===== config.mk =====
export PLATFORM = sky130hd
export DESIGN_NAME = adc_host_control_port
export DESIGN_NICKNAME = d
export VERILOG_FILES = /design/src/common/adc_port_pkg.sv /design/src/common/sar_if.sv /design/src/adc_host_control_port.sv /design/src/sar_seq.sv
export VERILOG_INCLUDE_DIRS = /design/src /design/src/common
export SDC_FILE = /design/constraint.sdc
export NUM_CORES = 1
export LEC_CHECK = 0
export BUFFER_PORTS_ARGS = -buffer_cell sky130_fd_sc_hd__buf_2
export CORE_ASPECT_RATIO = 0.75
export CORE_UTILIZATION = 49
export DETAILED_ROUTE_END_ITERATION = 16
export HOLD_SLACK_MARGIN = 0.06
export PLACE_DENSITY = 0.75
export SLEW_MARGIN = 20
export SYNTH_ARGS = -nofsm -noshare
export SYNTH_HDL_FRONTEND = slang
export SYNTH_SLANG_ARGS = --single-unit

===== constraint.sdc =====
create_clock -name clk_i -period 4.9 [get_ports clk_i]
set_clock_uncertainty 0.15 [all_clocks]
set_input_delay 0.245 -clock clk_i [delete_from_list [all_inputs] [get_ports clk_i]]
set_output_delay 0.245 -clock clk_i [all_outputs]
set_load 0.05 [all_outputs]

===== src/common/adc_port_defs.svh =====
// Constants for the converter host control port: offsets, fields, resets, timing
`ifndef ADC_PORT_DEFS_SVH
`define ADC_PORT_DEFS_SVH

// ==========================================================
// Register byte offsets
`define OFS_CTRL        8'h00
`define OFS_STATUS      8'h04
`define OFS_RESULT      8'h08
`define OFS_IRQ_STAT    8'h0C
`define OFS_IRQ_MASK    8'h10

// ==========================================================
// Field positions
`define CTRL_PORT_EN    0
`define CTRL_SW_START   1
`define CTRL_SW_LEN8    2
`define STAT_BUSY       0
`define STAT_LEN8       1
`define IRQ_DONE        0
`define IRQ_IGNORED     1

// ==========================================================
// Reset values
`define CTRL_RST        3'h1
`define IRQ_MASK_RST    2'h0

// ==========================================================
// Timing: clock period and one approximation step, both in ns
`define CLK_PERIOD_NS   10
`define STEP_NS         100
`define STEP_CYC        ((`STEP_NS + `CLK_PERIOD_NS - 1) / `CLK_PERIOD_NS)

`endif


===== src/common/adc_port_pkg.sv =====
// Types shared by the converter host control port modules
package adc_port_pkg;

    // ==========================================================
    // Sequencer states
    typedef enum logic [1:0] {
        SEQ_IDLE,
        SEQ_STEP,
        SEQ_LATCH
    } seq_state_t;

endpackage


===== src/common/sar_if.sv =====
// Carrier between the port control logic and the approximation sequencer
`timescale 1ns/1ns
interface sar_if;
    logic        start;   // One-cycle start of a conversion
    logic        len8;    // Short (8-bit) conversion when high
    logic [11:0] sample;  // Input code offered to the hold stage
    logic        done;    // One-cycle pulse, result just latched
    logic [11:0] result;  // Last latched result

    modport ctrl (output start, output len8, output sample, input done, input result);
    modport seq  (input start, input len8, input sample, output done, output result);
endinterface


===== src/adc_host_control_port.sv =====
// Host control port of a 12-bit sampling converter with an APB register file
//
// Functional notes
// Start when enabled, selected, convert requested
// Simultaneous changes still start, same delay
// Host holds other start inputs 50ns before
// Busy high only during a conversion
// Result pins float while busy
// Start edges ignored during conversion
// Start edge while busy relatches length
// Length select one gives 8 bits
// Chip enable high needed; rise may start
// Select low needed; fall may start
// Convert low needed; fall may start
// Read only while read/convert high
// Word mode drives all twelve bits
// Byte mode: MSB byte or LSBs plus zeros
// Outputs need read, idle, enabled, selected
// Short conversion reads low nibble zero
// Fixed steps, busy drops after latch
//
// Local design decisions: the register offsets and the APB slave port.
`timescale 1ns/1ns
`include "adc_port_defs.svh"
module adc_host_control_port
    import adc_port_pkg::*;
(
    input  wire logic        clk_i,
    input  wire logic        sys_rst_i,
    // APB slave
    input  wire logic [7:0]  paddr_i,
    input  wire logic        psel_i,
    input  wire logic        penable_i,
    input  wire logic        pwrite_i,
    input  wire logic [31:0] pwdata_i,
    output logic      [31:0] prdata_o,
    output logic             pready_o,
    output logic             pslverr_o,
    // Host control pins
    input  wire logic        ce_i,
    input  wire logic        cs_n_i,
    input  wire logic        rd_not_cv_i,
    input  wire logic        byte_or_length_sel_i,
    input  wire logic        data_width_sel_i,
    // Input code from the analog front end, same clock
    input  wire logic [11:0] sample_code_i,
    // Status and result pins
    output logic             busy_o,
    output logic      [11:0] result_bus_o,
    output logic      [11:0] result_bus_oe_o,
    output logic             irq_o
);

    // ==========================================================
    // Declarations
    sar_if sar ();

    logic [4:0]  meta_ff;         // First synchroniser stage
    logic [4:0]  sync_ff;         // Second stage, the only one read
    logic        ce_s;            // Synchronised chip enable
    logic        cs_n_s;          // Synchronised select, active low
    logic        rnc_s;           // Synchronised read/convert
    logic        sel_s;           // Synchronised length/byte select
    logic        dw_s;            // Synchronised data width select
    logic        cond_prev_ff;    // Start condition one cycle ago
    logic        cond_now;        // All three start inputs at level
    logic        cond_rise;       // Last of them just arrived
    logic        host_start;      // Accepted start from the pins
    logic        sw_start;        // Accepted start from software
    logic        start;           // Any accepted start
    logic        busy_ff;         // Conversion in progress
    logic        len8_ff;         // Latched conversion length
    logic        rd_en;           // Output enable conditions met
    logic [11:0] nxt_bus;
    logic [11:0] nxt_oe;
    logic [11:0] result_bus_ff;
    logic [11:0] result_bus_oe_ff;
    logic [2:0]  ctrl_ff;         // Port enable, soft start, soft length
    logic [1:0]  irq_stat_ff;     // Sticky events
    logic [1:0]  irq_mask_ff;     // Event enables
    logic        irq_ff;
    logic        pready_ff;
    logic        pslverr_ff;
    logic [31:0] prdata_ff;
    logic        apb_wr;          // Write takes effect this edge
    logic        ev_ignored;      // Start edge seen while busy
    logic [31:0] nxt_rdata;
    logic        nxt_err;

    // ==========================================================
    // Register address check, used by the error decode
    function automatic logic addr_known(input logic [7:0] a);
        addr_known = (a == `OFS_CTRL) || (a == `OFS_STATUS) || (a == `OFS_RESULT) ||
                     (a == `OFS_IRQ_STAT) || (a == `OFS_IRQ_MASK);
    endfunction

    // ==========================================================
    // Pin synchronisers; the host is asynchronous to this clock
    always_ff @(posedge clk_i) begin
        if (sys_rst_i) begin
            // Idle select level, so no false select edge follows reset
            meta_ff <= 5'h02;
            sync_ff <= 5'h02;
        end else begin
            meta_ff <= {data_width_sel_i, byte_or_length_sel_i, rd_not_cv_i, cs_n_i, ce_i};
            sync_ff <= meta_ff;
        end
    end

    assign ce_s   = sync_ff[0];
    assign cs_n_s = sync_ff[1];
    assign rnc_s  = sync_ff[2];
    assign sel_s  = sync_ff[3];
    assign dw_s   = sync_ff[4];

    // ==========================================================
    // Start detection: one combined level, so whichever input arrives
    // last (or all at once) gives the same single edge and delay
    assign cond_now   = ce_s && !cs_n_s && !rnc_s;
    assign cond_rise  = cond_now && !cond_prev_ff;
    assign host_start = cond_rise && !busy_ff && ctrl_ff[`CTRL_PORT_EN];
    assign apb_wr     = psel_i && penable_i && pready_ff && pwrite_i;
    assign sw_start   = apb_wr && (paddr_i == `OFS_CTRL) &&
                        pwdata_i[`CTRL_SW_START] && !busy_ff && !host_start;
    assign start      = host_start || sw_start;
    assign ev_ignored = cond_rise && busy_ff;

    // Previous start condition, for edge detection
    always_ff @(posedge clk_i) begin
        if (sys_rst_i) begin
            cond_prev_ff <= 1'b0;
        end else begin
            cond_prev_ff <= cond_now;
        end
    end

    // ==========================================================
    // Length latch: every start edge with the port enabled latches it, even one that is
    // otherwise ignored mid-conversion, so the running length may change
    always_ff @(posedge clk_i) begin
        if (sys_rst_i) begin
            len8_ff <= 1'b0;
        end else if (cond_rise && ctrl_ff[`CTRL_PORT_EN]) begin
            len8_ff <= sel_s;
        end else if (sw_start) begin
            len8_ff <= pwdata_i[`CTRL_SW_LEN8];
        end
    end

    // ==========================================================
    // Busy: rises with the start, falls the cycle after the result latch
    always_ff @(posedge clk_i) begin
        if (sys_rst_i) begin
            busy_ff <= 1'b0;
        end else if (start) begin
            busy_ff <= 1'b1;
        end else if (sar.done) begin
            busy_ff <= 1'b0;
        end
    end

    // Sequencer hookup; length follows the live latch
    assign sar.start  = start;
    assign sar.len8   = start ? (host_start ? sel_s : pwdata_i[`CTRL_SW_LEN8]) : len8_ff;
    assign sar.sample = sample_code_i;

    sar_seq u_seq (
        .clk_i     (clk_i),
        .sys_rst_i (sys_rst_i),
        .sar       (sar)
    );

    // ==========================================================
    // Read path: enable only with all four conditions, format by width
    assign rd_en = rnc_s && !busy_ff && !start && ce_s && !cs_n_s;

    always_comb begin
        nxt_bus = 12'h000;
        nxt_oe  = 12'h000;
        if (rd_en) begin
            if (dw_s) begin
                // Whole word, byte select ignored
                nxt_bus = sar.result;
                nxt_oe  = 12'hFFF;
            end else if (!sel_s) begin
                // High byte on the upper eight lines
                nxt_bus = {sar.result[11:4], 4'h0};
                nxt_oe  = 12'hFF0;
            end else begin
                // Low nibble left-justified, trailing zeros forced
                nxt_bus = {sar.result[3:0], 4'h0, 4'h0};
                nxt_oe  = 12'hFF0;
            end
        end
    end

    // Registered pin drivers
    always_ff @(posedge clk_i) begin
        if (sys_rst_i) begin
            result_bus_ff    <= 12'h000;
            result_bus_oe_ff <= 12'h000;
        end else begin
            result_bus_ff    <= nxt_bus;
            result_bus_oe_ff <= nxt_oe;
        end
    end

    // ==========================================================
    // Control register; soft start bit reads back as zero
    always_ff @(posedge clk_i) begin
        if (sys_rst_i) begin
            ctrl_ff <= `CTRL_RST;
        end else if (apb_wr && paddr_i == `OFS_CTRL) begin
            ctrl_ff <= {pwdata_i[`CTRL_SW_LEN8], 1'b0, pwdata_i[`CTRL_PORT_EN]};
        end
    end

    // ==========================================================
    // Interrupt status and mask; a new event wins over a write-one clear
    always_ff @(posedge clk_i) begin
        if (sys_rst_i) begin
            irq_stat_ff <= 2'h0;
            irq_mask_ff <= `IRQ_MASK_RST;
            irq_ff      <= 1'b0;
        end else begin
            irq_stat_ff <= (irq_stat_ff &
                            ~((apb_wr && paddr_i == `OFS_IRQ_STAT) ? pwdata_i[1:0] : 2'h0)) |
                           {ev_ignored, sar.done};
            if (apb_wr && paddr_i == `OFS_IRQ_MASK) begin
                irq_mask_ff <= pwdata_i[1:0];
            end
            irq_ff <= |(irq_stat_ff & irq_mask_ff);
        end
    end

    // ==========================================================
    // APB read data and error, prepared in the setup cycle
    always_comb begin
        nxt_rdata = 32'h0000_0000;
        nxt_err   = !addr_known(paddr_i);
        if (paddr_i == `OFS_CTRL) begin
            nxt_rdata = {29'h0, ctrl_ff};
        end else if (paddr_i == `OFS_STATUS) begin
            nxt_rdata = {30'h0, len8_ff, busy_ff};
        end else if (paddr_i == `OFS_RESULT) begin
            nxt_rdata = {20'h0, sar.result};
        end else if (paddr_i == `OFS_IRQ_STAT) begin
            nxt_rdata = {30'h0, irq_stat_ff};
        end else if (paddr_i == `OFS_IRQ_MASK) begin
            nxt_rdata = {30'h0, irq_mask_ff};
        end
    end

    // Ready high for exactly the first access cycle: no wait states
    always_ff @(posedge clk_i) begin
        if (sys_rst_i) begin
            pready_ff  <= 1'b0;
            pslverr_ff <= 1'b0;
            prdata_ff  <= 32'h0000_0000;
        end else if (psel_i && !penable_i) begin
            pready_ff  <= 1'b1;
            pslverr_ff <= nxt_err;
            prdata_ff  <= pwrite_i ? 32'h0000_0000 : nxt_rdata;
        end else begin
            pready_ff  <= 1'b0;
            pslverr_ff <= 1'b0;
        end
    end

    // ==========================================================
    // Outputs
    assign prdata_o        = prdata_ff;
    assign pready_o        = pready_ff;
    assign pslverr_o       = pslverr_ff;
    assign busy_o          = busy_ff;
    assign result_bus_o    = result_bus_ff;
    assign result_bus_oe_o = result_bus_oe_ff;
    assign irq_o           = irq_ff;

    // ==========================================================
    // Checks
    a_start_sets_busy: assert property (@(posedge clk_i) disable iff (sys_rst_i)
        host_start |=> busy_ff)
        else $error("accepted start did not raise busy");
    a_busy_floats_bus: assert property (@(posedge clk_i) disable iff (sys_rst_i)
        busy_ff |-> result_bus_oe_ff == 12'h000)
        else $error("result pins driven while busy");
    a_busy_ignores_edge: assert property (@(posedge clk_i) disable iff (sys_rst_i)
        cond_rise && busy_ff && !sar.done |-> !sar.start ##1 busy_ff)
        else $error("start edge acted on during conversion");
    a_len_relatch: assert property (@(posedge clk_i) disable iff (sys_rst_i)
        cond_rise && busy_ff && ctrl_ff[`CTRL_PORT_EN] |=> len8_ff == $past(sel_s))
        else $error("length not relatched by edge during conversion");
    a_len_on_start: assert property (@(posedge clk_i) disable iff (sys_rst_i)
        host_start |=> len8_ff == $past(sel_s))
        else $error("length not latched at start");
    a_busy_after_latch: assert property (@(posedge clk_i) disable iff (sys_rst_i)
        busy_ff && sar.done |=> !busy_ff && sar.result == $past(sar.result))
        else $error("busy did not fall after result latch");
    a_oe_gate: assert property (@(posedge clk_i) disable iff (sys_rst_i)
        result_bus_oe_ff != 12'h000 |-> $past(rnc_s && ce_s && !cs_n_s && !busy_ff))
        else $error("outputs enabled without all read conditions");
    a_word_read: assert property (@(posedge clk_i) disable iff (sys_rst_i)
        rd_en && dw_s |=> result_bus_oe_ff == 12'hFFF && result_bus_ff == $past(sar.result))
        else $error("word read not driving all twelve bits");
    a_byte_low: assert property (@(posedge clk_i) disable iff (sys_rst_i)
        rd_en && !dw_s && sel_s |=> result_bus_oe_ff == 12'hFF0 && result_bus_ff[7:4] == 4'h0)
        else $error("low byte read malformed");

endmodule


===== src/sar_seq.sv =====
// Successive approximation sequencer with its own step divider
`timescale 1ns/1ns
`include "adc_port_defs.svh"
module sar_seq
    import adc_port_pkg::*;
(
    input  wire logic clk_i,
    input  wire logic sys_rst_i,
    sar_if.seq        sar
);

    // ==========================================================
    // Lowest bit index tried for the given length
    function automatic logic [3:0] last_bit(input logic len8);
        last_bit = len8 ? 4'h4 : 4'h0;
    endfunction

    seq_state_t  state_ff;    // Sequencer state
    logic [11:0] held_ff;     // Held sample
    logic [11:0] trial_ff;    // Bits decided so far
    logic [3:0]  bit_ff;      // Bit under test
    logic [7:0]  div_ff;      // Step divider
    logic        step_en;     // One-cycle step enable
    logic [11:0] cand;        // Trial with the tested bit set
    logic [11:0] result_ff;
    logic        done_ff;

    assign step_en = (div_ff == 8'(`STEP_CYC - 1));
    assign cand    = trial_ff | (12'h001 << bit_ff);
    assign sar.result = result_ff;
    assign sar.done   = done_ff;

    // ==========================================================
    // Step divider, restarted by each start so every step is full length
    always_ff @(posedge clk_i) begin
        if (sys_rst_i || sar.start || step_en) begin
            div_ff <= 8'h00;
        end else if (state_ff == SEQ_STEP) begin
            div_ff <= div_ff + 8'h01;
        end
    end

    // ==========================================================
    // Fixed step count per latched length; length read live so a relatch counts
    always_ff @(posedge clk_i) begin
        if (sys_rst_i) begin
            state_ff  <= SEQ_IDLE;
            held_ff   <= 12'h000;
            trial_ff  <= 12'h000;
            bit_ff    <= 4'hB;
            result_ff <= 12'h000;
            done_ff   <= 1'b0;
        end else begin
            done_ff <= 1'b0;
            case (state_ff)
                SEQ_IDLE: begin
                    if (sar.start) begin
                        held_ff  <= sar.sample;
                        trial_ff <= 12'h000;
                        bit_ff   <= 4'hB;
                        state_ff <= SEQ_STEP;
                    end
                end
                SEQ_STEP: begin
                    if (step_en) begin
                        if (cand <= held_ff) begin
                            trial_ff <= cand;
                        end
                        // Ending at or below the limit covers a late switch to short
                        if (bit_ff <= last_bit(sar.len8)) begin
                            state_ff <= SEQ_LATCH;
                        end else begin
                            bit_ff <= bit_ff - 4'h1;
                        end
                    end
                end
                SEQ_LATCH: begin
                    // Short result keeps the low nibble at zero
                    result_ff <= sar.len8 ? {trial_ff[11:4], 4'h0} : trial_ff;
                    done_ff   <= 1'b1;
                    state_ff  <= SEQ_IDLE;
                end
                default: begin
                    state_ff <= SEQ_IDLE;
                end
            endcase
        end
    end

    // ==========================================================
    // Checks
    a_short_zero: assert property (@(posedge clk_i) disable iff (sys_rst_i)
        done_ff && $past(sar.len8) |-> result_ff[3:0] == 4'h0)
        else $error("short conversion left low nibble set");
    a_latch_done: assert property (@(posedge clk_i) disable iff (sys_rst_i)
        state_ff == SEQ_LATCH |=> done_ff && state_ff == SEQ_IDLE)
        else $error("result latch not followed by done");

endmodule


==> results.txt <==
CP cell instances: dlygate4sd3_1 -> buf_2 -> nor4_1 -> nand4_1 -> nor3b_1 -> nor2_1 -> o22a_1 -> ha_1 -> a21oi_1 -> or2_2 -> a21oi_1 -> mux2i_1
Yosys cell types: 56
Slew HR: 0.486
highest clock rate: 297 MHz
initial antenna violation count: 0
area delta synth->final: 16.3%
Cell Rows: 30
Crit path max-delay family: simple AND/OR/NAND/NOR gates
largest net degree at the start of global routing: 44
top cells by area, synth: dfxtp_1, nor2_1, ha_1
TritonCTS clock tree: yes
layout cell share with drive strength beyond 1: 0.169
Tot GR Track Use: 0.208
Mean Syn Cell Area: 9.00 µm²
TritonCTS Buffers: 9
first-pass GRT wire length: 16.3 mm
status: complete, no violations
Max Cap Viol: 0
Final Cycle Share: 0.686
dpl hpwl: 6.88 mm
CTS Sinks: 99
Power Dens Cells: 291 mW/mm²
1st-iter DRT viols: 272
most used cell, CP: a21oi_1
CP required: 5.01 ns
top-area cell type share of the netlist area: 0.427
Post-Syn Area: 0.00464 mm²
drt total wl: 9.82 mm
Setup violations, final: 0
Post-Layout Cell Count: 721
die area: 0.00987 mm²
Synth warnings: 0
Setup TNS: 0 ns
nets: 670
crit-path max cell delay: 0.54 ns
slowest CP cell: dlygate4sd3_1
asr flop ratio synth: 0
most frequent cells after synthesis: dfxtp_1, nor2_1, a21oi_1, buf_4, nand2_1
Syn Inst Count: 516
Vias/cell: 5.24
Lkg Pwr: 2.29 nW
gp weighted congestion: 0.856
worst slew pin tran: 0.769 ns
post-route ant nets: 0
fin. max-slew vios: 0
critical path peak fanout: 5
minimum clock period: 3.36 ns
die width: 114 µm
CTS root buffer: clkbuf_16
HP Class: in2reg
Synth Flop Type: dfxtp_1
Seq cells post-synth: 99
most common cell in the netlist: dfxtp_1
critical path endpoint category: flop
RSZ-0062 raised after global routing: false
dpl cells: 684
overall via count from detail_route: 3,780
Max VDD drop: 0.163 mV
clock-pin slew on the worst setup and hold paths: 0.07 ns
Longest Clk Path Bufs: 2
ANT cells: 0
htree depth: 3
grt ovf: 0
hold_ws: 0.0817 ns
DRC violations left: 0
First-pass DRT Iterations: 6
Die Y: 86.3 µm
IO Pins: 122
Seq/Total Area, Yosys: 0.427
CP Buf/Inv Count: 2
Wirelength per Cell: 13.6 µm
post-CTS setup buffers: 0
number of synthesized flops with an enable pin: 0
critical path class: in2reg
Initial Util: 0.509
Final Hold Viols: 0
Finished Core Util: 0.592
CP Launch Type: primary input
core area: 0.00912 mm²
clk_lat worst skew: 0.34 ns
vias in the first global route: 3,531
Worst EP arrival: 3.48 ns
cell taking the most area after synthesis: dfxtp_1
port bufs: 72
## sequential cells by signal, indices dropped and copies added, names as in the netlist, 4 cells and up
signal,count
sync_ff,5
u_seq.trial_ff,12
u_seq.bit_ff,4
prdata_o,12
meta_ff,5
u_seq.sar.result,12
result_bus_o,12
u_seq.held_ff,12
u_seq.div_ff,8
## worst register-to-register path: stages, from the launching register on
cell and delay [ns]:
dfxtp_1 0.31, nor4b_1 0.67, nand2_1 0.25, nor3b_1 0.20, nor2_1 0.32, o22a_1 0.23
ha_1 0.14, a21oi_1 0.04, or2_2 0.30, a21oi_1 0.29, mux2i_1 0.24
## cell families (layout without fill, tap and decap cells)
logic type	after synthesis	after routing	share of synthesized area
buffers and inverters	73	131	0.0892
adders and majority gates	20	20	0.0539
AOI/OAI and AO/OA	85	85	0.120
other	1	20	0.000808
muxes	23	23	0.0499
DFF	99	99	0.427
xor gates and xnor gates	8	8	0.0151
and+or+nand+nor	207	207	0.244
## routing by layer
| metal | track usage | part of all wire |
|---|---|---|
| met5 | 0 | 0 |
| met4 | 0.0638 | 0.011 |
| met3 | 0.0434 | 0.049 |
| met2 | 0.349 | 0.46 |
| met1 | 0.269 | 0.48 |
## final timing paths
kind | startpoint | to | slack, ns | cells past startpoint
max reg2reg | sync_ff[1] | u_seq.bit_ff[1] | 1.68 | 10
max | paddr_i[0] | u_seq.bit_ff[1] | 1.54 | 12
min | pwdata_i[1] | irq_mask_ff[1] | 0.08 | 3
min reg2reg | meta_ff[1] | sync_ff[1] | 0.27 | 1
## area by class of cell
type	count	area [µm²]
Multi-Input combinational cell	363	2320
Sequential cell	99	1980
Clock buffer	10	229
Timing Repair Buffer	95	586
Tap cell	128	160
Clock inverter	6	50.0
Fill cell	799	3720
Inverter	20	75.1
## repair_timing
action | 4_1_cts | 5_1_grt
hold buffers | 21 | 0
endpoints found under the hold margin | 22 | 0
setup endpoints to repair | 0 | 0
gates resized for setup | 0 | 0
## power breakdown
part / total, mW / switching (mW) / internal [mW]
Clock: 0.657 / 0.307 / 0.350
Sequential: 0.813 / 0.00324 / 0.810
Combinational: 0.103 / 0.0703 / 0.0331
## through the flow
| stage | instance area, µm² | power [mW] | setup slack [ns] |
|---|---|---|---|
| after floorplan | 4710 | 0.910 | 2.06 |
| after global routing | 5400 | 1.63 | 1.29 |
| after detailed placement | 4910 | 0.922 | 1.79 |
| after CTS | 5400 | 1.58 | 1.57 |
| final | 5400 | 1.57 | 1.54 |
| after global placement | 4910 | 0.920 | 1.92 |
## cell usage in the layout (no fill, tap or decap), types with 3 or more instances in the layout
cell	synthesis	routed
and2_1	3	3
dfxtp_1	99	99
nor2_1	80	80
nor4_1	4	4
conb_1	1	20
ha_1	20	20
o31a_1	5	5
and3_1	9	9
nor3b_1	4	4
buf_2	1	72
xor2_1	4	4
inv_1	19	19
or2_2	3	3
a22oi_1	13	13
dlygate4sd3_1	0	21
nand3b_1	10	10
nor2b_1	15	15
xnor2_1	4	4
nand3_1	7	7
clkbuf_16	0	9
o31ai_1	4	4
a21o_1	11	11
nand4_1	7	7
and4_1	4	4
a21oi_1	33	33
mux2i_1	22	22
nor3_1	4	4
o21ai_0	6	6
or4b_1	11	11
nand2_1	30	30
nand2b_1	4	4
Power figures use the tool's default switching activity.
